$ cat src/fcp_defs.vh
// Purpose: Constants for the flash command and status-poll controller
// Assumes: Word-mode flash, 20-bit word address, 16-bit data bus
// Notes: Bus timing counts are in cycles of the 100 MHz clock
`ifndef FCP_DEFS_VH
`define FCP_DEFS_VH

// Unlock addresses and data (word mode)
`define FCP_ADDR_UNLOCK1 20'h00555
`define FCP_ADDR_UNLOCK2 20'h002aa
`define FCP_DATA_UNLOCK1 16'h00aa
`define FCP_DATA_UNLOCK2 16'h0055

// Command data values
`define FCP_CMD_RESET 16'h00f0
`define FCP_CMD_AUTOSEL 16'h0090
`define FCP_CMD_PROGRAM 16'h00a0
`define FCP_CMD_ERASE_SETUP 16'h0080
`define FCP_CMD_CHIP_ERASE 16'h0010
`define FCP_CMD_SECTOR_ERASE 16'h0030
`define FCP_CMD_SUSPEND 16'h00b0
`define FCP_CMD_RESUME 16'h0030
`define FCP_CMD_BYPASS 16'h0020
`define FCP_CMD_BYPASS_RST1 16'h0090
`define FCP_CMD_BYPASS_RST2 16'h0000

// Status bit positions
`define FCP_BIT_POLL 7
`define FCP_BIT_TIMEOUT 5

// Sector address field
`define FCP_SECT_HI 19
`define FCP_SECT_LO 12

// User operation codes
`define FCP_OP_READ 4'h0
`define FCP_OP_PROGRAM 4'h1
`define FCP_OP_CHIP_ERASE 4'h2
`define FCP_OP_SECT_ERASE 4'h3
`define FCP_OP_SUSPEND 4'h4
`define FCP_OP_RESUME 4'h5
`define FCP_OP_RESET 4'h6
`define FCP_OP_AUTOSEL 4'h7
`define FCP_OP_BYPASS 4'h8
`define FCP_OP_BYPASS_PROG 4'h9
`define FCP_OP_BYPASS_RST 4'ha

// Bus cycle timing, in clock cycles
`define FCP_T_SETUP 4'h2
`define FCP_T_STROBE 4'h5
`define FCP_T_READ 4'h9
`define FCP_T_HOLD 4'h2

// Poll attempts before giving up
`define FCP_POLL_LIMIT 24'hffffff

`endif

$ cat src/fcp_bus_cycle.v
// Purpose: One asynchronous flash bus cycle (read or write) per request
// Assumes: Flash data is stable by the end of the read strobe window
// Notes: Address and data are held across setup, strobe and hold phases
`timescale 1ns/1ps
`include "fcp_defs.vh"

module fcp_bus_cycle
(
    // Clock and reset
    input wire clk_in,
    input wire rst_n_in,
    // Request side
    input wire req_in,
    input wire wr_in,
    input wire [19:0] addr_in,
    input wire [15:0] wdata_in,
    output wire busy_out,
    output reg done_out,
    output reg [15:0] rdata_out,
    // Flash pins
    output reg [19:0] flash_addr_out,
    output reg [15:0] flash_dq_out,
    output reg flash_dq_oe_out,
    input wire [15:0] flash_dq_in,
    output reg flash_ce_n_out,
    output reg flash_we_n_out,
    output reg flash_oe_n_out
);

localparam ST_IDLE = 2'd0;
localparam ST_SETUP = 2'd1;
localparam ST_STROBE = 2'd2;
localparam ST_HOLD = 2'd3;

reg [1:0] state_q;
reg [3:0] cnt_q;
reg wr_q;
reg [15:0] dq_s1_q;
reg [15:0] dq_s2_q;

assign busy_out = (state_q != ST_IDLE);

// Data pins pass two flops since the flash answers asynchronously
always @(posedge clk_in or negedge rst_n_in)
begin
    if (!rst_n_in)
    begin
        dq_s1_q <= 16'h0000;
        dq_s2_q <= 16'h0000;
    end
    else
    begin
        dq_s1_q <= flash_dq_in;
        dq_s2_q <= dq_s1_q;
    end
end

// Strobe sequencer: address settles before the strobe falls, so the
// device latches address on the falling edge and data on the rising one
always @(posedge clk_in or negedge rst_n_in)
begin
    if (!rst_n_in)
    begin
        state_q <= ST_IDLE;
        cnt_q <= 4'h0;
        wr_q <= 1'b0;
        done_out <= 1'b0;
        rdata_out <= 16'h0000;
        flash_addr_out <= 20'h00000;
        flash_dq_out <= 16'h0000;
        flash_dq_oe_out <= 1'b0;
        flash_ce_n_out <= 1'b1;
        flash_we_n_out <= 1'b1;
        flash_oe_n_out <= 1'b1;
    end
    else
    begin
        done_out <= 1'b0;
        case (state_q)
            ST_IDLE:
            begin
                if (req_in)
                begin
                    wr_q <= wr_in;
                    flash_addr_out <= addr_in;
                    flash_dq_out <= wdata_in;
                    flash_dq_oe_out <= wr_in;
                    flash_ce_n_out <= 1'b0;
                    cnt_q <= `FCP_T_SETUP;
                    state_q <= ST_SETUP;
                end
            end
            ST_SETUP:
            begin
                if (cnt_q == 4'h0)
                begin
                    flash_we_n_out <= ~wr_q;
                    flash_oe_n_out <= wr_q;
                    cnt_q <= wr_q ? `FCP_T_STROBE : `FCP_T_READ;
                    state_q <= ST_STROBE;
                end
                else
                    cnt_q <= cnt_q - 4'h1;
            end
            ST_STROBE:
            begin
                if (cnt_q == 4'h0)
                begin
                    // Sample on the last strobe cycle; sync delay is covered
                    if (!wr_q)
                        rdata_out <= dq_s2_q;
                    flash_we_n_out <= 1'b1;
                    flash_oe_n_out <= 1'b1;
                    cnt_q <= `FCP_T_HOLD;
                    state_q <= ST_HOLD;
                end
                else
                    cnt_q <= cnt_q - 4'h1;
            end
            ST_HOLD:
            begin
                if (cnt_q == 4'h0)
                begin
                    flash_ce_n_out <= 1'b1;
                    flash_dq_oe_out <= 1'b0;
                    done_out <= 1'b1;
                    state_q <= ST_IDLE;
                end
                else
                    cnt_q <= cnt_q - 4'h1;
            end
            default:
                state_q <= ST_IDLE;
        endcase
    end
end

endmodule // fcp_bus_cycle

$ cat src/fcp_flash_ctrl.v
// Overview of operation
// - Suspend is one write of B0 anywhere.
// - Command cycles are writes, except data reads.
// - Reset command leaves autoselect or timeout failure.
// - Autoselect fourth cycle is a read.
// - Enter bypass before bypass program.
// - Bypass reset needed to leave bypass.
// - Poll program status at program address.
// - Poll erase status inside an erasing sector.
// - Valid data only from reads after true.
// - Re-read poll bit after timeout bit set.
//
// Purpose: Host-side controller issuing flash command sequences and polling
// Assumes: Word-mode device; user holds op, addr, data while start pulses
// Notes: One operation at a time; done pulses once with ok or fail
`timescale 1ns/1ps
`include "fcp_defs.vh"

module fcp_flash_ctrl
(
    // Clock and reset
    input wire clk_in,
    input wire rst_n_in,
    // User command port
    input wire start_in,
    input wire [3:0] op_in,
    input wire [19:0] addr_in,
    input wire [15:0] data_in,
    output wire ready_out,
    output reg done_out,
    output reg fail_out,
    output reg [15:0] rdata_out,
    output reg bypass_out,
    output reg suspended_out,
    // Flash pins
    output wire [19:0] flash_addr_out,
    output wire [15:0] flash_dq_out,
    output wire flash_dq_oe_out,
    input wire [15:0] flash_dq_in,
    output wire flash_ce_n_out,
    output wire flash_we_n_out,
    output wire flash_oe_n_out
);

localparam ST_IDLE = 3'd0;
localparam ST_ISSUE = 3'd1;
localparam ST_WAIT = 3'd2;
localparam ST_POLL = 3'd3;
localparam ST_POLL_WAIT = 3'd4;
localparam ST_RECHECK = 3'd5;
localparam ST_FINAL = 3'd6;
localparam ST_DONE = 3'd7;

reg [2:0] state_q;
reg [3:0] op_q;
reg [19:0] addr_q;
reg [15:0] data_q;
reg [2:0] step_q;
reg [23:0] poll_cnt_q;
reg fail_q;
reg cyc_wr_q;
reg cyc_req;
reg cyc_wr;
reg [19:0] cyc_addr;
reg [15:0] cyc_wdata;
wire cyc_busy;
wire cyc_done;
wire [15:0] cyc_rdata;
wire [2:0] last_step;
wire poll_true;

// Number of bus cycles in each command sequence, minus one
function [2:0] seq_len;
    input [3:0] op;
    begin
        case (op)
            `FCP_OP_READ: seq_len = 3'd0;
            `FCP_OP_PROGRAM: seq_len = 3'd3;
            `FCP_OP_CHIP_ERASE: seq_len = 3'd5;
            `FCP_OP_SECT_ERASE: seq_len = 3'd5;
            `FCP_OP_SUSPEND: seq_len = 3'd0;
            `FCP_OP_RESUME: seq_len = 3'd0;
            `FCP_OP_RESET: seq_len = 3'd0;
            `FCP_OP_AUTOSEL: seq_len = 3'd3;
            `FCP_OP_BYPASS: seq_len = 3'd2;
            `FCP_OP_BYPASS_PROG: seq_len = 3'd1;
            `FCP_OP_BYPASS_RST: seq_len = 3'd1;
            default: seq_len = 3'd0;
        endcase
    end
endfunction

// True when an operation starts an embedded algorithm worth polling
function is_embedded;
    input [3:0] op;
    begin
        is_embedded = (op == `FCP_OP_PROGRAM) || (op == `FCP_OP_BYPASS_PROG) ||
            (op == `FCP_OP_CHIP_ERASE) || (op == `FCP_OP_SECT_ERASE);
    end
endfunction

assign last_step = seq_len(op_q);
assign ready_out = (state_q == ST_IDLE);

// Expected true value: programmed bit 7, or one for erase
assign poll_true = ((op_q == `FCP_OP_PROGRAM) || (op_q == `FCP_OP_BYPASS_PROG)) ?
    data_q[`FCP_BIT_POLL] : 1'b1;

// Bus cycle for the current step of the sequence
always @*
begin
    cyc_wr = 1'b1;
    cyc_addr = `FCP_ADDR_UNLOCK1;
    cyc_wdata = `FCP_DATA_UNLOCK1;
    cyc_req = (state_q == ST_ISSUE) || (state_q == ST_POLL) ||
        (((state_q == ST_RECHECK) || (state_q == ST_FINAL)) && !cyc_done);
    if (state_q != ST_ISSUE)
    begin
        // Status reads go to the program address or the erasing sector
        cyc_wr = 1'b0;
        cyc_addr = addr_q;
        cyc_wdata = 16'h0000;
    end
    else
    begin
        case (op_q)
            `FCP_OP_READ:
            begin
                cyc_wr = 1'b0;
                cyc_addr = addr_q;
            end
            `FCP_OP_SUSPEND:
                cyc_wdata = `FCP_CMD_SUSPEND;
            `FCP_OP_RESUME:
                cyc_wdata = `FCP_CMD_RESUME;
            `FCP_OP_RESET:
                cyc_wdata = `FCP_CMD_RESET;
            `FCP_OP_BYPASS_PROG:
            begin
                // Shortened program: only legal once bypass is entered
                cyc_addr = (step_q == 3'd0) ? `FCP_ADDR_UNLOCK1 : addr_q;
                cyc_wdata = (step_q == 3'd0) ? `FCP_CMD_PROGRAM : data_q;
            end
            `FCP_OP_BYPASS_RST:
                cyc_wdata = (step_q == 3'd0) ? `FCP_CMD_BYPASS_RST1 :
                    `FCP_CMD_BYPASS_RST2;
            default:
            begin
                case (step_q)
                    3'd0:
                        cyc_wdata = `FCP_DATA_UNLOCK1;
                    3'd1, 3'd4:
                    begin
                        cyc_addr = `FCP_ADDR_UNLOCK2;
                        cyc_wdata = `FCP_DATA_UNLOCK2;
                    end
                    3'd2:
                        cyc_wdata = (op_q == `FCP_OP_PROGRAM) ? `FCP_CMD_PROGRAM :
                            (op_q == `FCP_OP_AUTOSEL) ? `FCP_CMD_AUTOSEL :
                            (op_q == `FCP_OP_BYPASS) ? `FCP_CMD_BYPASS :
                            `FCP_CMD_ERASE_SETUP;
                    3'd3:
                    begin
                        if (op_q == `FCP_OP_PROGRAM)
                        begin
                            cyc_addr = addr_q;
                            cyc_wdata = data_q;
                        end
                        else if (op_q == `FCP_OP_AUTOSEL)
                        begin
                            // Fourth cycle reads ID or protection (00h/01h)
                            cyc_wr = 1'b0;
                            cyc_addr = addr_q;
                        end
                    end
                    3'd5:
                    begin
                        if (op_q == `FCP_OP_CHIP_ERASE)
                            cyc_wdata = `FCP_CMD_CHIP_ERASE;
                        else
                        begin
                            // Sector picked by bits 19..12, low bits don't care
                            cyc_addr = {addr_q[`FCP_SECT_HI:`FCP_SECT_LO], 12'h000};
                            cyc_wdata = `FCP_CMD_SECTOR_ERASE;
                        end
                    end
                    default:
                    begin
                        cyc_addr = `FCP_ADDR_UNLOCK1;
                        cyc_wdata = `FCP_CMD_RESET;
                    end
                endcase
            end
        endcase
    end
end

// Sequencer: issue cycles, then for embedded ops poll bit 7 until true or timeout
always @(posedge clk_in or negedge rst_n_in)
begin
    if (!rst_n_in)
    begin
        state_q <= ST_IDLE;
        op_q <= `FCP_OP_READ;
        addr_q <= 20'h00000;
        data_q <= 16'h0000;
        step_q <= 3'd0;
        poll_cnt_q <= 24'h000000;
        fail_q <= 1'b0;
        done_out <= 1'b0;
        fail_out <= 1'b0;
        rdata_out <= 16'h0000;
        bypass_out <= 1'b0;
        suspended_out <= 1'b0;
    end
    else
    begin
        done_out <= 1'b0;
        case (state_q)
            ST_IDLE:
            begin
                if (start_in)
                begin
                    op_q <= op_in;
                    addr_q <= addr_in;
                    data_q <= data_in;
                    step_q <= 3'd0;
                    poll_cnt_q <= 24'h000000;
                    fail_q <= 1'b0;
                    state_q <= ST_ISSUE;
                end
            end
            ST_ISSUE:
                state_q <= ST_WAIT;
            ST_WAIT:
            begin
                if (cyc_done)
                begin
                    if (step_q != last_step)
                    begin
                        step_q <= step_q + 3'd1;
                        state_q <= ST_ISSUE;
                    end
                    else
                    begin
                        if (!cyc_wr_q)
                            rdata_out <= cyc_rdata;
                        // Polling starts only after the last strobe has risen
                        state_q <= is_embedded(op_q) ? ST_POLL : ST_DONE;
                    end
                end
            end
            ST_POLL:
                state_q <= ST_POLL_WAIT;
            ST_POLL_WAIT:
            begin
                if (cyc_done)
                begin
                    poll_cnt_q <= poll_cnt_q + 24'h000001;
                    if (cyc_rdata[`FCP_BIT_POLL] == poll_true)
                        state_q <= ST_FINAL;
                    else if (cyc_rdata[`FCP_BIT_TIMEOUT])
                        state_q <= ST_RECHECK;
                    else if (poll_cnt_q == `FCP_POLL_LIMIT)
                    begin
                        fail_q <= 1'b1;
                        state_q <= ST_DONE;
                    end
                    else
                        state_q <= ST_POLL;
                end
            end
            ST_RECHECK:
            begin
                // Bit 7 may flip together with the timeout bit
                if (cyc_done)
                begin
                    if (cyc_rdata[`FCP_BIT_POLL] == poll_true)
                        state_q <= ST_FINAL;
                    else
                    begin
                        fail_q <= 1'b1;
                        op_q <= `FCP_OP_RESET;
                        step_q <= 3'd0;
                        state_q <= ST_ISSUE;
                    end
                end
            end
            ST_FINAL:
            begin
                // Fresh read after the true value gives trusted data
                if (cyc_done)
                begin
                    rdata_out <= cyc_rdata;
                    state_q <= ST_DONE;
                end
            end
            ST_DONE:
            begin
                done_out <= 1'b1;
                fail_out <= fail_q;
                if (op_q == `FCP_OP_BYPASS)
                    bypass_out <= 1'b1;
                if (op_q == `FCP_OP_BYPASS_RST)
                    bypass_out <= 1'b0;
                if (op_q == `FCP_OP_SUSPEND)
                    suspended_out <= 1'b1;
                if (op_q == `FCP_OP_RESUME)
                    suspended_out <= 1'b0;
                state_q <= ST_IDLE;
            end
            default:
                state_q <= ST_IDLE;
        endcase
    end
end

// Remembers whether the last issued cycle was a write
always @(posedge clk_in or negedge rst_n_in)
begin
    if (!rst_n_in)
        cyc_wr_q <= 1'b1;
    else if (cyc_req)
        cyc_wr_q <= cyc_wr;
end

// ST_RECHECK and ST_FINAL request once on entry and wait on done
fcp_bus_cycle u_bus
(
    .clk_in(clk_in),
    .rst_n_in(rst_n_in),
    .req_in(cyc_req && !cyc_busy),
    .wr_in(cyc_wr),
    .addr_in(cyc_addr),
    .wdata_in(cyc_wdata),
    .busy_out(cyc_busy),
    .done_out(cyc_done),
    .rdata_out(cyc_rdata),
    .flash_addr_out(flash_addr_out),
    .flash_dq_out(flash_dq_out),
    .flash_dq_oe_out(flash_dq_oe_out),
    .flash_dq_in(flash_dq_in),
    .flash_ce_n_out(flash_ce_n_out),
    .flash_we_n_out(flash_we_n_out),
    .flash_oe_n_out(flash_oe_n_out)
);

endmodule // fcp_flash_ctrl

$ cat config.mk
export PLATFORM = sky130hd
export DESIGN_NAME = fcp_flash_ctrl
export DESIGN_NICKNAME = d
export VERILOG_FILES = /design/src/fcp_bus_cycle.v /design/src/fcp_flash_ctrl.v
export VERILOG_INCLUDE_DIRS = /design/src /design/src/src
export SDC_FILE = /design/constraint.sdc
export NUM_CORES = 1
export LEC_CHECK = 0
export BUFFER_PORTS_ARGS = -buffer_cell sky130_fd_sc_hd__buf_2
export CAP_MARGIN = 20
export CORE_AREA = 2 2 168 236
export CTS_CLUSTER_DIAMETER = 120
export CTS_CLUSTER_SIZE = 28
export DETAILED_ROUTE_END_ITERATION = 6
export DIE_AREA = 0 0 170 238
export GPL_TIMING_DRIVEN = 0
export PLACE_DENSITY = 0.36
export SLEW_MARGIN = 5
export SYNTH_ARGS = -nofsm -noshare
export SYNTH_HDL_FRONTEND = slang
export SYNTH_SLANG_ARGS = --single-unit
$ cat constraint.sdc
create_clock -name clk_in -period 2.5 [get_ports clk_in]
set_input_delay 0.5 -clock clk_in [delete_from_list [all_inputs] [get_ports clk_in]]
set_output_delay 0.5 -clock clk_in [all_outputs]
set_load 0.01 [all_outputs]
---- Yosys cells after proc, flatten, opt, wreduce, memory -nomap -nowiden ----
Memories as Yosys holds them, arrays and structs flattened.
Cells that the tools add are included.
word-level totals
  bits in registers ....................... 188
  memory bits (read-only) ................. 48
  bits of input ports ..................... 59
  memories kept ........................... 1
cells by class
  $add $sub $neg .......................... 3
  eq/ne operators ......................... 46
  multiplexer cells ....................... 89
  bitwise logic cells ..................... 1
  reduce and logical (&&, ||, !) cells .... 43
memories
  memory           depth  width  rd ports  clocked after Yosys merged registers in  write ports  line                 RTL
  (no name shown)  16     3      1         0                                        0            fcp_flash_ctrl.v:76  case (op)
operators with widths
  cell                                                                    number
  20-bit one-hot mux with 3 select lines                                  2
  16-bit 2-to-1 mux                                                       7
  20-bit 2-to-1 mux                                                       5
  16-bit one-hot mux with 6 select lines                                  1
  16-bit one-hot mux with 5 select lines                                  1
  24-bit 2-to-1 mux                                                       2
  3-bit 2-to-1 mux                                                        16
  24-bit one-hot mux with 2 select lines                                  1
  4-bit 2-to-1 mux                                                        8
  8-bit 2-to-1 mux                                                        4
  16-bit one-hot mux with 2 select lines                                  1
  1-bit 2-to-1 mux                                                        25
  24-bit by 1-bit adder with 24-bit output (second input constant)        1
  24-bit equality test (second input constant)                            1
  3-bit one-hot mux with 8 select lines                                   1
  3-bit equality test (second input constant)                             6
  2-bit != test (second input constant)                                   9
  4-bit by 3-bit equality test with 1-bit output (second input constant)  4
  2-bit by 1-bit != test with 1-bit output (second input constant)        8
  4-bit one-hot mux with 4 select lines                                   1
  2-bit nonzero test                                                      8
  3-bit by 2-bit equality test with 1-bit output (second input constant)  4
  4-bit equality test (second input constant)                             3
  3-bit AND reduction                                                     4
  other kinds (33)                                                        59

---- Depth between registers and ports, before layout ----
  depth after elaboration ................. 8
  gate-level depth with buffers ........... 10
  mapped depth without buffers ............ 7

---- Modules after synthesis ----
A second synthesis with hierarchy kept.
unflattened totals
  cells, all modules ...................... 814
  area total of the unflattened synthesis .. 8689.6 um2
by module, submodules not included
  module          instances  cells each  area an instance (um2)
  fcp_flash_ctrl  1          587         5101.1
  fcp_bus_cycle   1          227         3588.4

---- Worst setup path before layout ----
Ideal clock, no wire load.
  kind .................................... register to register
  start ................................... register op_q[1]
  end ..................................... register u_bus.flash_addr_out[1]
  library setup time ...................... 0.123 ns
  arrival time ............................ 2.138 ns
  data required time ...................... 2.377 ns
  path slack .............................. 0.239 ns
  cell stages (with the launch flop) ...... 10
  path buffers ............................ 2
  cell sequence ........................... dfrtp_1 inv_1 ha_1 clkbuf_1 buf_2 nor3_1 o22ai_1 a32oi_1 or4_4 o221a_2
on the way
  cells in the longest elaborated chain, start to end .. 6
ends and longest elaborated chain
  what                                                      line                  RTL
  start, declared                                           fcp_flash_ctrl.v:55   reg [3:0] op_q;
  start signal, assigned                                    fcp_flash_ctrl.v:204  op_q <= `FCP_OP_READ;
  start signal, assigned                                    fcp_flash_ctrl.v:224  op_q <= op_in;
  start signal, assigned                                    fcp_flash_ctrl.v:283  op_q <= `FCP_OP_RESET;
  4-bit by 3-bit equality test with 1-bit output (no line)  n/a
  20-bit 2-to-1 mux                                         fcp_flash_ctrl.v:169  else if (op_q == `FCP_OP_AUTOSEL)
  20-bit 2-to-1 mux                                         fcp_flash_ctrl.v:164  if (op_q == `FCP_OP_PROGRAM)
  20-bit one-hot mux with 3 select lines                    fcp_flash_ctrl.v:149  case (step_q)
  20-bit one-hot mux with 3 select lines (*)                fcp_flash_ctrl.v:126  case (op_q)
  20-bit 2-to-1 mux (*)                                     fcp_flash_ctrl.v:117  if (state_q != ST_ISSUE)
  end signal, assigned                                      fcp_bus_cycle.v:85    flash_addr_out <= addr_in;
  end, declared                                             fcp_bus_cycle.v:21    output reg [19:0] flash_addr_out,
Every way passes the cells marked *; elsewhere a longest branch is shown, timed or not.
A chain may end at the register's enable or synchronous reset.

---- Worst setup path in the final report ----
  start ................................... register op_q[0]
  end ..................................... register u_bus.flash_addr_out[7]
Same word-level chain as after synthesis.

==> impl_metrics.yaml <==
setup_path:
  max_stage_delay_ns: 0.57
  critical_path_class: "reg -> reg"
  cp_top_family: "simple AND/OR/NAND/NOR gates"
  crit_required_ns: 2.84
  cp_max_fo: 6
  crit_chain: "buf_4 -> ha_1 -> mux2i_2 -> a2111o_1 -> a32oi_2 -> or4_4 -> o221a_2"
  crit_arrival_ns: 2.74
  cpMaxStageDelayCell: "or4_4"
  cp_num_buf_inv: 1
  worst_setup_path_start_kind: "register"
  critPathCaptureType: "register"
sta:
  fin_ws_ns: 0.0939
  skew_ns: 0.0158
  period_minus_slack_ns: 2.41
  fin_crit_sh_pct: 96.2
  fmax_ghz: 0.416
  slew_viol_final: 0
  rsz0062_at_grt: "false"
  slew_headroom_pct: 53.3
  setup_viol: 0
  final_hold_viol_count: 0
  tightest_slew_ns: 0.700
synthesis:
  ys_dominant_reg_cell: "dfrtp_1"
  synth.largest_area_cell: "dfrtp_1"
  synth-seq-cells: 188
  synthDistinctLibCells: 69
  synth_area_um2: 8760
  synthMuxAreaShare_pct: 3.11
  syn_avg_cell_area_um2: 9.87
  synthAdderAreaFrac_pct: 2.43
  async_flop_share_pct: 100
  synthCells: 887
  ys_seq_area_share_pct: 53.8
  synth_simple_gate_area_share_pct: 20.5
  syn_nets: 963
  synth_edf_count: 0
  synth_xor_area_share_pct: 2.20
  synth_area_leaders: "dfrtp_1 53%, nand2_1 9.2%, ha_1 2.4%"
  synth_top_family_by_area: "simple AND/OR/NAND/NOR gates"
  ys_warn_count: 0
  synth_compound_area_share_pct: 14.3
  synth_top_area_share_pct: 52.6
route:
  drtIter0Drc: 352
  drc_errors: 0
  via_count: 6835
  via_per_inst: 4.49
  drt-pass1-iter-count: 4
  routed_wl_um: 26000
  wl_per_cell_um: 17.1
  final_antenna_net_count: 0
clocking:
  clockBufferDepth: 2
  htreeDepth: 4
  clock_sinks: 188
  clk_pin_slew_worst_paths_ns: 0.08
  cts_tree: "done"
  numCtsBuffers: 17
  clock_latency_ns: 0.45
  cts-root-buf: "clkbuf_16"
floorplanning:
  die_width_um: 170
  die_area_um2: 40500
  chipHeight_um: 238
  initial_core_util_pct: 22.9
  io_pins: 120
  core-area_um2: 38300
  row_count: 85
global_route:
  grt_pass1_wl_um: 41400
  grt_pass1_vias: 6995
  grt_max_degree: 74
  grt_antenna_before_repair: 1
  overflow: 0
  grt.total_usage_pct: 13.4
placed_design:
  portBuffers: 119
  hpwl_um: 19200
  gp_routability_congestion: 0.824
  pre_cts_slack_ns: -0.554
layout:
  final_cell_mix: "214 x nand2_1, 184 x dfrtp_1, 131 x buf_2"
  layout_commonest_cell: "nand2_1"
  layout.nets: 1107
  drive_above_1_share_pct: 23.8
  area_growth_syn_to_layout_pct: 23.1
  post-route-util_pct: 28.2
  antenna_cells: 0
power:
  ir_drop_mv: 0.359
  seq_power_share_pct: 37.5
  clockPowerShare_pct: 23.4
  leakage_nw: 4.89
  internal_power_mw: 6.89
  totalPowerFinal_mw: 11.7
  p_sw_mw: 4.77
  p_per_area_nw_per_um2: 1080
  p_sw_share_pct: 40.9
  combPwrFrac_pct: 39.1
flow_run:
  cap_violations: 0
hold_path:
  hp-class: "in -> reg"
status:
  status: "complete, no violations"
[registers in the layout, indices dropped and copies added, names as in the netlist, 16 cells and up]
signal and cells:
rdata_out 16, u_bus.flash_addr_out 20, data_q 16, u_bus.rdata_out 16, u_bus.dq_s1_q 16, u_bus.flash_dq_out 16
addr_q 20, poll_cnt_q 24, u_bus.dq_s2_q 16
[cells in the mapped netlist, drive strengths merged, types with 2 or more instances]
library cell and count:
a2111oi 2, nor2 51, o21bai 2, a21oi 40, a31oi 9, a21o 5, o21a 5, or3b 4
a32oi 2, ha 17, a211oi 4, nor3b 3, nand2 215, nand3b 2, dfrtp 184, o21ai 37
a41oi 3, or3 5, o22a 2, clkbuf 30, o31a 2, mux2 18, or4 2, mux2i 7
nand2b 12, nand3 17, inv 20, o2111ai 3, nand4b 17, o31ai 9, and4 4, o221a 6
nor3 18, buf 22, dfstp 4, o211ai 16, xnor2 13, and3 7, a22o 13, o22ai 8
nand4 10, or2 3, a221o 3, nor2b 8, xor2 9
[layer usage]
layer  vias to the layer above  track usage [%]  wire [um]
met3                        31             2.47        814
met4                         2             5.10        602
met2                       131             23.8      13500
met1                      3274             16.0      11000
met5                         -                0         13
li1                       3397                -          -
[area by class of cell]
cell class              instances  area [um2]
well taps                     478         598
plain buffers                  49         262
clock inverters                13         149
clock buffers                  19         433
repair buffers                128         726
multi-input cells             627        3830
inverters                      20        75.1
flip-flops and latches        188        4710
fillers                      4085       27500
[worst reg2reg max path: cells and delay by family (launching register included)]
| family | cells | cell delay, ns |
|---|---|---|
| compound gates | 3 | 0.48 |
| fa+ha+maj | 1 | 0.28 |
| buf+inv | 1 | 0.15 |
| flops | 1 | 0.42 |
| mux | 1 | 0.40 |
| simple gates | 1 | 0.57 |
[logic make-up (layout without fill, tap and decap cells)]
group / after synthesis / in the layout
adder cells (fa/ha/maj): 17 / 17
XOR/XNOR: 22 / 22
AND/OR/NAND/NOR: 384 / 384
AO/OA/AOI/OAI: 179 / 179
buffers and inverters: 72 / 229
flip-flops: 188 / 188
multiplexers: 25 / 25
[per-stage QoR]
step	area (um2)	TNS (ns)	std cells	hold WS, ns
after detailed placement	10000	-7.47	1487	0.335
after floorplan	8760	0	887	0.204
after CTS	10700	0	1519	0.114
after global placement	9950	-514.80	1484	0.332
after global routing	10800	0	1522	0.114
final	10800	0	1522	0.147
[power groups by stage]
| stage | Clock (mW) | Sequential (mW) | Combinational [mW] |
|---|---|---|---|
| floorplan | 0 | 4.37 | 2.88 |
| global placement | 0 | 4.42 | 4.40 |
| detailed placement | 0 | 4.43 | 4.42 |
| CTS | 2.85 | 4.37 | 4.54 |
| global route | 2.97 | 4.48 | 5.16 |
| finish | 2.73 | 4.37 | 4.56 |
[worst paths after layout]
check	start	end	slack (ns)	depth (start not counted)
worst max-delay path	op_q[0]$_DFFE_PN0P_	u_bus.flash_addr_out[7]$_DFFE_PN0P_	0.09	7
worst min-delay path	flash_dq_in[1]	u_bus.dq_s1_q[1]$_DFF_PN0_	0.15	1
worst max register to register	op_q[0]$_DFFE_PN0P_	u_bus.flash_addr_out[7]$_DFFE_PN0P_	0.09	7
worst min register to register	u_bus.dq_s1_q[0]$_DFF_PN0_	u_bus.dq_s2_q[0]$_DFF_PN0_	0.35	0
max in group asynchronous	rst_n_in	poll_cnt_q[13]$_DFFE_PN0P_	0.89	4
min in group asynchronous	rst_n_in	u_bus.cnt_q[3]$_DFFE_PN0P_	0.56	2
[what timing repair did]
| action | 4_1_cts | 5_1_grt |
|---|---|---|
| setup buffers | 1 | 4 |
| hold buffers | 1 | 0 |
| setup endpoints to repair | 42 | 85 |
| hold endpoints to repair | 41 | 0 |
| gates resized for setup | 19 | 29 |
| pin swaps | 1 | 2 |
No activity file was read; power rests on OpenSTA's default activity.
